<file path="config.mk">
export PLATFORM = sky130hd
export DESIGN_NAME = acmpc_top
export DESIGN_NICKNAME = d
export VERILOG_FILES = /design/src/hw/acmpc_pkg.sv /design/src/hw/acmpc_top.sv
export SDC_FILE = /design/constraint.sdc
export NUM_CORES = 1
export LEC_CHECK = 0
export ABC_AREA = 1
export BUFFER_PORTS_ARGS = -buffer_cell sky130_fd_sc_hd__buf_2
export CAP_MARGIN = 5
export CELL_PAD_IN_SITES_DETAIL_PLACEMENT = 0
export CELL_PAD_IN_SITES_GLOBAL_PLACEMENT = 1
export CORE_AREA = 8 8 111 113
export CTS_CLUSTER_SIZE = 28
export DETAILED_ROUTE_END_ITERATION = 12
export DIE_AREA = 0 0 119 121
export MAX_ROUTING_LAYER = met4
export PLACE_DENSITY = 0.71
export SLEW_MARGIN = 15
export SYNTH_ARGS = -nofsm -noshare
export SYNTH_HDL_FRONTEND = slang
export SYNTH_SLANG_ARGS = --single-unit
</file>
<file path="constraint.sdc">
create_clock -name CLK -period 1.4 [get_ports CLK]
set_input_delay 0 -clock CLK [delete_from_list [all_inputs] [get_ports CLK]]
set_output_delay 0 -clock CLK [all_outputs]
set_load 0.05 [all_outputs]
</file>
<file path="src/hw/acmpc_pkg.sv">
// Constants and types shared by the comparator control block.
package acmpc_pkg;

    // Register indices; the byte address on the bus is four times the index.
    localparam logic [7:0] IDX_CONTROL      = 8'h00;
    localparam logic [7:0] IDX_INPUT_SELECT = 8'h02;
    localparam logic [7:0] IDX_INT_ENABLE   = 8'h06;
    localparam logic [7:0] IDX_STATUS       = 8'h07;

    // Reset values.
    localparam logic [7:0] CONTROL_RESET      = 8'h00;
    localparam logic [7:0] INPUT_SELECT_RESET = 8'h00;
    localparam logic [7:0] INT_ENABLE_RESET   = 8'h00;

    // Writable bits of each register; the rest read as zero.
    localparam logic [7:0] CONTROL_WMASK      = 8'hFF;
    localparam logic [7:0] INPUT_SELECT_WMASK = 8'h8B;
    localparam logic [7:0] INT_ENABLE_WMASK   = 8'h01;

    // Field positions of comparator_control.
    localparam int CTL_ENABLE_BIT  = 0;
    localparam int CTL_HYST_LSB    = 1;
    localparam int CTL_LOWPWR_BIT  = 3;
    localparam int CTL_EDGE_LSB    = 4;
    localparam int CTL_OUTPUT_PAD_ENABLE_BIT   = 6;
    localparam int CTL_RUNSTBY_BIT = 7;

    // Field positions of input_select.
    localparam int SEL_NEG_LSB    = 0;
    localparam int SEL_POS_BIT    = 3;
    localparam int SEL_INVERT_BIT = 7;

    // Field positions of interrupt_enable and comparator_status.
    localparam int INTEN_FLAG_BIT  = 0;
    localparam int STAT_FLAG_BIT   = 0;
    localparam int STAT_STATE_BIT  = 4;

    // Edge select codes; code 2'h1 is reserved and selects no edge.
    localparam logic [1:0] EDGE_BOTH    = 2'h0;
    localparam logic [1:0] EDGE_FALLING = 2'h2;
    localparam logic [1:0] EDGE_RISING  = 2'h3;

    // Negative selector codes.
    localparam logic [1:0] NEG_PIN_0 = 2'h0;
    localparam logic [1:0] NEG_PIN_1 = 2'h1;
    localparam logic [1:0] NEG_VREF  = 2'h2;
    localparam logic [1:0] NEG_DAC   = 2'h3;

    // AHB-Lite constants.
    localparam int         HTRANS_ACTIVE_BIT = 1;
    localparam logic       HRESP_OKAY        = 1'b0;

    // Sleep state reported by the power manager.
    typedef enum logic [1:0] {
        SLEEP_ACTIVE    = 2'b00,
        SLEEP_IDLE      = 2'b01,
        SLEEP_STANDBY   = 2'b10,
        SLEEP_POWERDOWN = 2'b11
    } acmpc_sleep_e;

endpackage : acmpc_pkg

</file>
<file path="src/hw/acmpc_top.sv">
// Register slave, sleep gating, synchroniser and edge flag of the comparator control.
`timescale 1ns/1ps
`default_nettype none

module acmpc_top (
    // Clock, reset and clock enable
    input  wire logic                       CLK,
    input  wire logic                       RST,
    input  wire logic                       CE,
    // AHB-Lite slave
    input  wire logic                       HSEL,
    input  wire logic [31:0]                HADDR,
    input  wire logic [1:0]                 HTRANS,
    input  wire logic                       HWRITE,
    input  wire logic [2:0]                 HSIZE,
    input  wire logic [31:0]                HWDATA,
    input  wire logic                       HREADY,
    output logic      [31:0]                HRDATA,
    output logic                            HREADYOUT,
    output logic                            HRESP,
    // Power manager
    input  wire acmpc_pkg::acmpc_sleep_e    SLEEP_MODE,
    input  wire logic                       CLK_REQ_OTHER,
    // Analog comparator core
    input  wire logic                       COMP_RAW,
    output logic                            CMP_ENABLE,
    output logic                            POS_SEL,
    output logic      [1:0]                 NEG_SEL,
    output logic      [1:0]                 HYST_SEL,
    output logic                            LOW_POWER,
    // Pad, event system and interrupt controller
    output logic                            PAD_OUT,
    output logic                            PAD_OE,
    output logic                            EVENT_OUT,
    output logic                            IRQ
);
    import acmpc_pkg::*;

    logic [7:0] control;
    logic [7:0] input_select;
    logic [7:0] int_enable;
    logic       comparator_flag;
    logic       state_bit;
    logic [7:0] next_control;
    logic [7:0] next_input_select;
    logic [7:0] next_int_enable;
    logic       next_flag;
    logic       wr_pend;
    logic [7:0] wr_idx;
    logic       rd_pend;
    logic [7:0] rd_idx;
    logic       bus_take;
    logic       sync_1;
    logic       sync_2;
    logic       sync_3;
    logic       filtered;
    logic       result;
    logic       prev_result;
    logic       prev_valid;
    logic       in_standby;
    logic       in_powerdown;
    logic       func_on;
    logic       status_on;
    logic       rise;
    logic       fall;
    logic       edge_hit;
    logic [1:0] edge_select;

    function automatic logic [7:0] read_value(input logic [7:0] idx);
        logic [7:0] v;
        v = 8'h00;
        case (idx)
            IDX_CONTROL:      v = control;
            IDX_INPUT_SELECT: v = input_select;
            IDX_INT_ENABLE:   v = int_enable;
            IDX_STATUS: begin
                v[STAT_FLAG_BIT]  = comparator_flag;
                v[STAT_STATE_BIT] = state_bit;
            end
            default:          v = 8'h00;
        endcase
        return v;
    endfunction : read_value

    // Bus transfers are taken when the address phase sees HREADY high.
    assign bus_take = HSEL && HTRANS[HTRANS_ACTIVE_BIT] && HREADY;

    // Reads take one wait state so that a write just before is always visible.
    always_ff @(posedge CLK or posedge RST) begin
        if (RST) begin
            wr_pend   <= 1'b0;
            wr_idx    <= 8'h00;
            rd_pend   <= 1'b0;
            rd_idx    <= 8'h00;
            HREADYOUT <= 1'b1;
            HRDATA    <= 32'h00000000;
            HRESP     <= HRESP_OKAY;
        end else if (CE) begin
            wr_pend <= bus_take && HWRITE && (HADDR[1:0] == 2'h0);
            wr_idx  <= HADDR[9:2];
            HRESP   <= HRESP_OKAY;
            if (rd_pend) begin
                rd_pend   <= 1'b0;
                HRDATA    <= {24'h000000, read_value(rd_idx)};
                HREADYOUT <= 1'b1;
            end else if (bus_take && !HWRITE) begin
                rd_pend   <= 1'b1;
                rd_idx    <= HADDR[9:2];
                HREADYOUT <= 1'b0;
            end
        end
    end

    // Sleep gating. Idle is treated as active, and nothing here looks at debug state.
    assign in_standby   = (SLEEP_MODE == SLEEP_STANDBY);
    assign in_powerdown = (SLEEP_MODE == SLEEP_POWERDOWN);
    assign func_on      = control[CTL_ENABLE_BIT] && !in_powerdown
                          && !(in_standby && !control[CTL_RUNSTBY_BIT]);
    assign status_on    = func_on && !(in_standby && !CLK_REQ_OTHER);

    // The core compares the voltages; a high raw level means positive is above negative.
    always_ff @(posedge CLK or posedge RST) begin
        if (RST) begin
            sync_1   <= 1'b0;
            sync_2   <= 1'b0;
            sync_3   <= 1'b0;
            filtered <= 1'b0;
        end else if (CE) begin
            sync_1 <= COMP_RAW;
            sync_2 <= sync_1;
            sync_3 <= sync_2;
            if (sync_2 == sync_3) begin
                filtered <= sync_3;
            end
        end
    end

    assign result      = filtered ^ input_select[SEL_INVERT_BIT];
    assign edge_select = control[CTL_EDGE_LSB +: 2];
    assign rise        = prev_valid && result && !prev_result;
    assign fall        = prev_valid && !result && prev_result;

    always_comb begin
        case (edge_select)
            EDGE_BOTH:    edge_hit = rise || fall;
            EDGE_FALLING: edge_hit = fall;
            EDGE_RISING:  edge_hit = rise;
            default:      edge_hit = 1'b0;
        endcase
    end

    // The first sample after enabling only seeds the history; the enabled core's level, arriving later through the synchroniser, can still flag.
    always_ff @(posedge CLK or posedge RST) begin
        if (RST) begin
            prev_result <= 1'b0;
            prev_valid  <= 1'b0;
        end else if (CE) begin
            prev_result <= result;
            prev_valid  <= func_on;
        end
    end

    // Register updates; a hardware flag set beats a software clear in the same cycle.
    always_comb begin
        next_control      = control;
        next_input_select = input_select;
        next_int_enable   = int_enable;
        next_flag         = comparator_flag;
        if (wr_pend) begin
            case (wr_idx)
                IDX_CONTROL:      next_control      = HWDATA[7:0] & CONTROL_WMASK;
                IDX_INPUT_SELECT: next_input_select = HWDATA[7:0] & INPUT_SELECT_WMASK;
                IDX_INT_ENABLE:   next_int_enable   = HWDATA[7:0] & INT_ENABLE_WMASK;
                IDX_STATUS: begin
                    if (HWDATA[STAT_FLAG_BIT]) begin
                        next_flag = 1'b0;
                    end
                end
                default: begin
                end
            endcase
        end
        if (status_on && edge_hit) begin
            next_flag = 1'b1;
        end
    end

    always_ff @(posedge CLK or posedge RST) begin
        if (RST) begin
            control         <= CONTROL_RESET;
            input_select    <= INPUT_SELECT_RESET;
            int_enable      <= INT_ENABLE_RESET;
            comparator_flag <= 1'b0;
            IRQ             <= 1'b0;
        end else if (CE) begin
            control         <= next_control;
            input_select    <= next_input_select;
            int_enable      <= next_int_enable;
            comparator_flag <= next_flag;
            IRQ             <= next_flag && next_int_enable[INTEN_FLAG_BIT];
        end
    end

    // Status state bit freezes while the peripheral clock is gone in standby with run-in-standby set, and clears while the function is off.
    always_ff @(posedge CLK or posedge RST) begin
        if (RST) begin
            state_bit <= 1'b0;
        end else if (CE) begin
            if (status_on) begin
                state_bit <= result;
            end else if (!func_on) begin
                state_bit <= 1'b0;
            end
        end
    end

    // Event and pad keep running in standby when run-in-standby is set.
    always_ff @(posedge CLK or posedge RST) begin
        if (RST) begin
            EVENT_OUT  <= 1'b0;
            PAD_OUT    <= 1'b0;
            PAD_OE     <= 1'b0;
            CMP_ENABLE <= 1'b0;
        end else if (CE) begin
            EVENT_OUT  <= func_on && result;
            PAD_OUT    <= func_on && result;
            PAD_OE     <= func_on && control[CTL_OUTPUT_PAD_ENABLE_BIT] && !in_powerdown;
            CMP_ENABLE <= func_on;
        end
    end

    // Select codes go to the core unchanged; the core decodes vref and DAC itself.
    always_ff @(posedge CLK or posedge RST) begin
        if (RST) begin
            POS_SEL   <= 1'b0;
            NEG_SEL   <= NEG_PIN_0;
            HYST_SEL  <= 2'h0;
            LOW_POWER <= 1'b0;
        end else if (CE) begin
            POS_SEL   <= next_input_select[SEL_POS_BIT];
            NEG_SEL   <= next_input_select[SEL_NEG_LSB +: 2];
            HYST_SEL  <= next_control[CTL_HYST_LSB +: 2];
            LOW_POWER <= next_control[CTL_LOWPWR_BIT];
        end
    end
endmodule : acmpc_top

`default_nettype wire

</file>
# Yosys cells after proc, flatten, opt, wreduce, memory -nomap -nowiden
# Index checks and enable logic that the tools add are counted.
[totals]
in_bits = 79
reg_bits = 57
[classes]
bitwise_logic = 2
eq_ne = 12
reduce_logical = 40
n_mux = 21
[ops]
columns = ["operator", "n"]
rows = [
  ["$eq 8x3->1 const B", 4],
  ["$logic_and 1x1->1", 19],
  ["$eq 8x2->1 const B", 2],
  ["$logic_not 8->1", 2],
  ["$mux 4", 4],
  ["$mux 1", 12],
  ["$pmux 3 s2", 2],
  ["$reduce_and 3->1", 3],
  ["$eq 2x2->1 const B", 4],
  ["$logic_not 1->1", 8],
  ["$reduce_and 2->1", 4],
  ["$logic_not 2->1", 2],
  ["$pmux 1 s4", 1],
  ["$pmux 1 s3", 1],
  ["$ne 2x1->1 const B", 1],
  ["$pmux 1 s2", 1],
  ["$reduce_bool 2->1", 1],
  ["$eq 1x1->1", 1],
  ["$logic_or 1x1->1", 1],
  ["$not 1->1", 1],
  ["$xor 1x1->1", 1],
]

# Depth between registers and ports, before layout
[logic_depth]
depth_word = 9
depth_mapped = 9
mapped_depth_nobuf = 9

# Worst setup path after synthesis
# No wires, ideal clock.
[synth_path]
path_kind = "register to register"
from = "register wr_idx[4]"
to = "register control[1]"
n_path_buf = 1
t_arrival_ps = 1136
period_less_slack_ps = 1256
setup_slack_ps = 144
setup_ps = 119
stages_incl_launch_ff = 8
cell_sequence = "dfrtp_1 > nor2_1 > nand2_1 > nor2_4 > nand2_1 > buf_2 > nand2_1 > o21ai_2"
[synth_via]
elab_chain_len = 3
[synth_lines]
columns = ["item", "line", "text"]
rows = [
  ["start, declared", "acmpc_top.sv:49", "logic [7:0] wr_idx;"],
  ["start signal, assigned", "acmpc_top.sv:100", "wr_idx <= HADDR[9:2];"],
  ["$logic_not 8->1", "acmpc_top.sv:170", "case (wr_idx)"],
  ["$mux 4", "acmpc_top.sv:170", ""],
  ["$mux 4", "acmpc_top.sv:169", "if (wr_pend) begin"],
  ["end signal, assigned", "acmpc_top.sv:196", "control <= next_control;"],
  ["end, declared", "acmpc_top.sv:39", "logic [7:0] control;"],
]
# No other way between the ends.
# A chain may end at the register's enable or synchronous reset.

# Final worst setup path
[layout_path]
from = "register wr_idx[5]"
to = "register control[3]"
# The elaborated chain is that of the path after synthesis.

==> flow_summary_export.csv <==
group,metric,value,unit
global_route,antenna_found_initial,1,
power_and_ir_drop,irDropWorstVdd,0.419,mV
place,io_buffer_count,48,
setup_path,crit_type,"flop to flop",
setup_path,r2r-start,"wr_idx[5]$_DFFE_PP0P_",
global_route,grt_start_max_net_pins,52,
synth,synth_top_area_share,48.9,%
route,vias_per_cell,3.94,
clocking,clkLatencyLatePin,300,ps
place,hpwl,4.78,mm
clocking,cts-buffers-inserted,5,
synth,synth.area.mux_share,0,%
setup_path,crit_fanout,10,
worst_hold_path,hold-path-endpoint,"wr_pend$_DFFE_PP0P_",
sta,fin_setup_tns,0,ps
worst_hold_path,whs_path_depth,3,
clocking,cts-htree-levels,2,
cells_and_area,nNetsFinal,468,
setup_path,path_delay_family,"simple AND/OR/NAND/NOR gates",
worst_hold_path,worstHoldStart,"HREADY",
synth,avgSynthCellArea,8.19,sq um
flow_run,cap_violations,0,
setup_path,cp_slowest_cell,"dfrtp_1",
synth,yosysWarningCount,0,
synth,synth_cell_type_count,24,
route,totalWireLength,6.32,mm
setup_path,slowest_delay,400,ps
sta,fmax,0.781,GHz
synth,synth_compound_area_share,7.88,%
global_route,grt_pass1_vias,2131,
setup_path,cp_data_arrival_time,1480,ps
synth,async_flop_share,100,%
floorplan,start_util,24.1,%
setup_path,crit_chain,"nor2_2 -> nand2_2 -> nor2_4 -> nand2_1 -> buf_4 -> nand2_1 -> o21ai_2",
route,drt_first_pass_iters,4,
sta,rsz0062_at_grt,"no",
clocking,cts_max_path_buffers,2,
place,dpl.cell_count,497,
setup_path,rrSetupSlack,120,ps
synth,ys_ff_latch,51,
sta,hold_viol,0,
floorplan,rows,38,
cells_and_area,finalNonFillerCells,531,
synth,synth_edf_count,0,
setup_path,cp-end-kind,"flop",
clocking,cts_tree,"built",
synth,synth_ff_type,"dfrtp_1",
cells_and_area,drive_gt1_share,23.6,%
sta,fin_skew,7.93,ps
synth,synth_area,2560,sq um
synth,yosys.area.top_type,"dfrtp_1",
synth,synth_seq_area_share,50.0,%
floorplan,die_area,14400,sq um
power_and_ir_drop,p_leak,1.72,nW
synth,syn_inst,312,
setup_path,worst-path-buf-inv,1,
clocking,cts_root_buffer,"clkbuf_8",
synth,yosys-top-cells-area,"dfrtp_1 (49%), nand2_1 (15%), buf_4 (9.1%), nand3_1 (4.1%), o21ai_0 (3.9%)",
cells_and_area,area_growth,27.9,%
clocking,clkTransAtPathRegs,100,ps
setup_path,cp.depth,7,
floorplan,fp.dieW,119,um
place,placed_cell_area,2880,sq um
floorplan,ios,124,
route,drtIter0Drc,136,
worst_hold_path,worstHoldPathType,"input pin to flop",
synth,synth_xor_area_share,0,%
setup_path,rr_worst_depth,7,
synth,synth_simple_gate_area_share,26.9,%
route,wl_per_cell,11.9,um
synth,synthTopCellsByCount,"nand2_1 (102), dfrtp_1 (50), buf_4 (31)",
sta,hold_ws,9.39,ps
route,post-route-drc-count,0,
synth,synth_top_family_by_area,"simple AND/OR/NAND/NOR gates",
synth,synth-adder-area-share,0,%
route,ant_nets,0,
global_route,grt_overflow_total,0,
setup_path,cp.required,1600,ps
route,vias,2094,
sta,post-route-period-util,91.4,%
sta,setup_viol,0,
outcome,status,"complete, no violations",
sta,fin_crit,1280,ps
global_route,grt_pass1_wl,10.6,mm
setup_path,critical_path.most_common_cell,"nand2_1",
power_and_ir_drop,p_per_area,1120,nW/um^2
place,gp_congestion,0.797,
global_route,grt_usage,9.15,%
cells_and_area,fin_area,3270,sq um
power_and_ir_drop,power.total,3.68,mW
setup_path,r2r-end,"control[3]$_DFFE_PP0P_",
cells_and_area,utilization,30.8,%
setup_path,start_kind,"flop",
synth,yosysMostFrequentCell,"nand2_1",
floorplan,core-area,10600,sq um
sta,setup_ws,120,ps
sta,drv_slew,0,
place,place_ws,78.4,ps
clocking,cts.sinks,51,
floorplan,die_h,121,um
-- how the worst max path moves through the flow --
stage                                startpoint                           to  slack [ps]
final                     wr_idx[5]$_DFFE_PP0P_       control[3]$_DFFE_PP0P_         120
after global routing      wr_idx[4]$_DFFE_PP0P_       control[1]$_DFFE_PP0P_           3
after CTS                 wr_idx[4]$_DFFE_PP0P_  input_select[0]$_DFFE_PP0P_          60
after detailed placement  wr_idx[4]$_DFFE_PP0P_  input_select[0]$_DFFE_PP0P_          80
after global placement    wr_idx[4]$_DFFE_PP0P_  input_select[3]$_DFFE_PP0P_          80
after floorplan           wr_idx[4]$_DFFE_PP0P_       control[1]$_DFFE_PP0P_         140
-- logic make-up after synthesis --
family / Yosys count
other cells: 1
compound gates: 37
simple gates: 158
buf+inv: 65
flops: 51
-- where the power goes --
| part | switching [mW] | internal (mW) |
|---|---|---|
| combinational | 0.636 | 0.254 |
| clock | 0.492 | 0.579 |
| sequential | 0.0904 | 1.62 |
| total | 1.22 | 2.46 |
-- metal layers --
metal  GRT usage (%)  part of all wire [%]  vias to the layer above
met5               -                     0                        -
met2            13.6                    45                       52
met3            2.79                   5.9                        5
met4            1.90                  0.60                        0
li1                -                     -                     1084
met1            12.0                    49                      953
-- sequential cells by signal, summed over array words and instances (netlist names), 4 cells and up --
name / cells
rd_idx: 8
HRDATA: 8
control: 8
wr_idx: 8
input_select: 4
-- layout make-up --
| class | count | area [sq um] |
|---|---|---|
| Fill cell | 1142 | 7330 |
| Antenna cell | 1 | 2.50 |
| Clock buffer | 6 | 82.6 |
| Clock inverter | 2 | 35.0 |
| Inverter | 28 | 116 |
| Tap cell | 140 | 175 |
| Timing Repair Buffer | 83 | 568 |
| Sequential cell | 51 | 1280 |
| Multi-Input combinational cell | 220 | 1010 |
-- what timing repair did --
item	CTS	global route
endpoints found under the setup margin	0	14
buffers inserted	0	4
resized for setup	0	10
endpoints found under the hold margin	76	0
hold buffers	21	0
-- worst reg2reg max path: stages, from the launching register on --
cell	delay [ps]
dfrtp_1	400
nor2_2	140
nand2_2	90
nor2_4	150
nand2_1	90
buf_4	180
nand2_1	80
o21ai_2	50
-- cells in the final DEF, fill, tap and decap left out, types with 5 or more instances in the layout --
master	synthesis	routed
conb_1	1	25
dlygate4sd3_1	0	21
inv_1	25	24
nor2_1	24	20
clkbuf_8	0	6
nand3_1	21	20
buf_2	2	48
dfrtp_1	50	49
o21ai_0	20	19
buf_4	31	13
nand4_1	5	5
a21oi_1	10	10
nand2_1	102	101
Note: power is estimated with default switching activity, not from simulation.
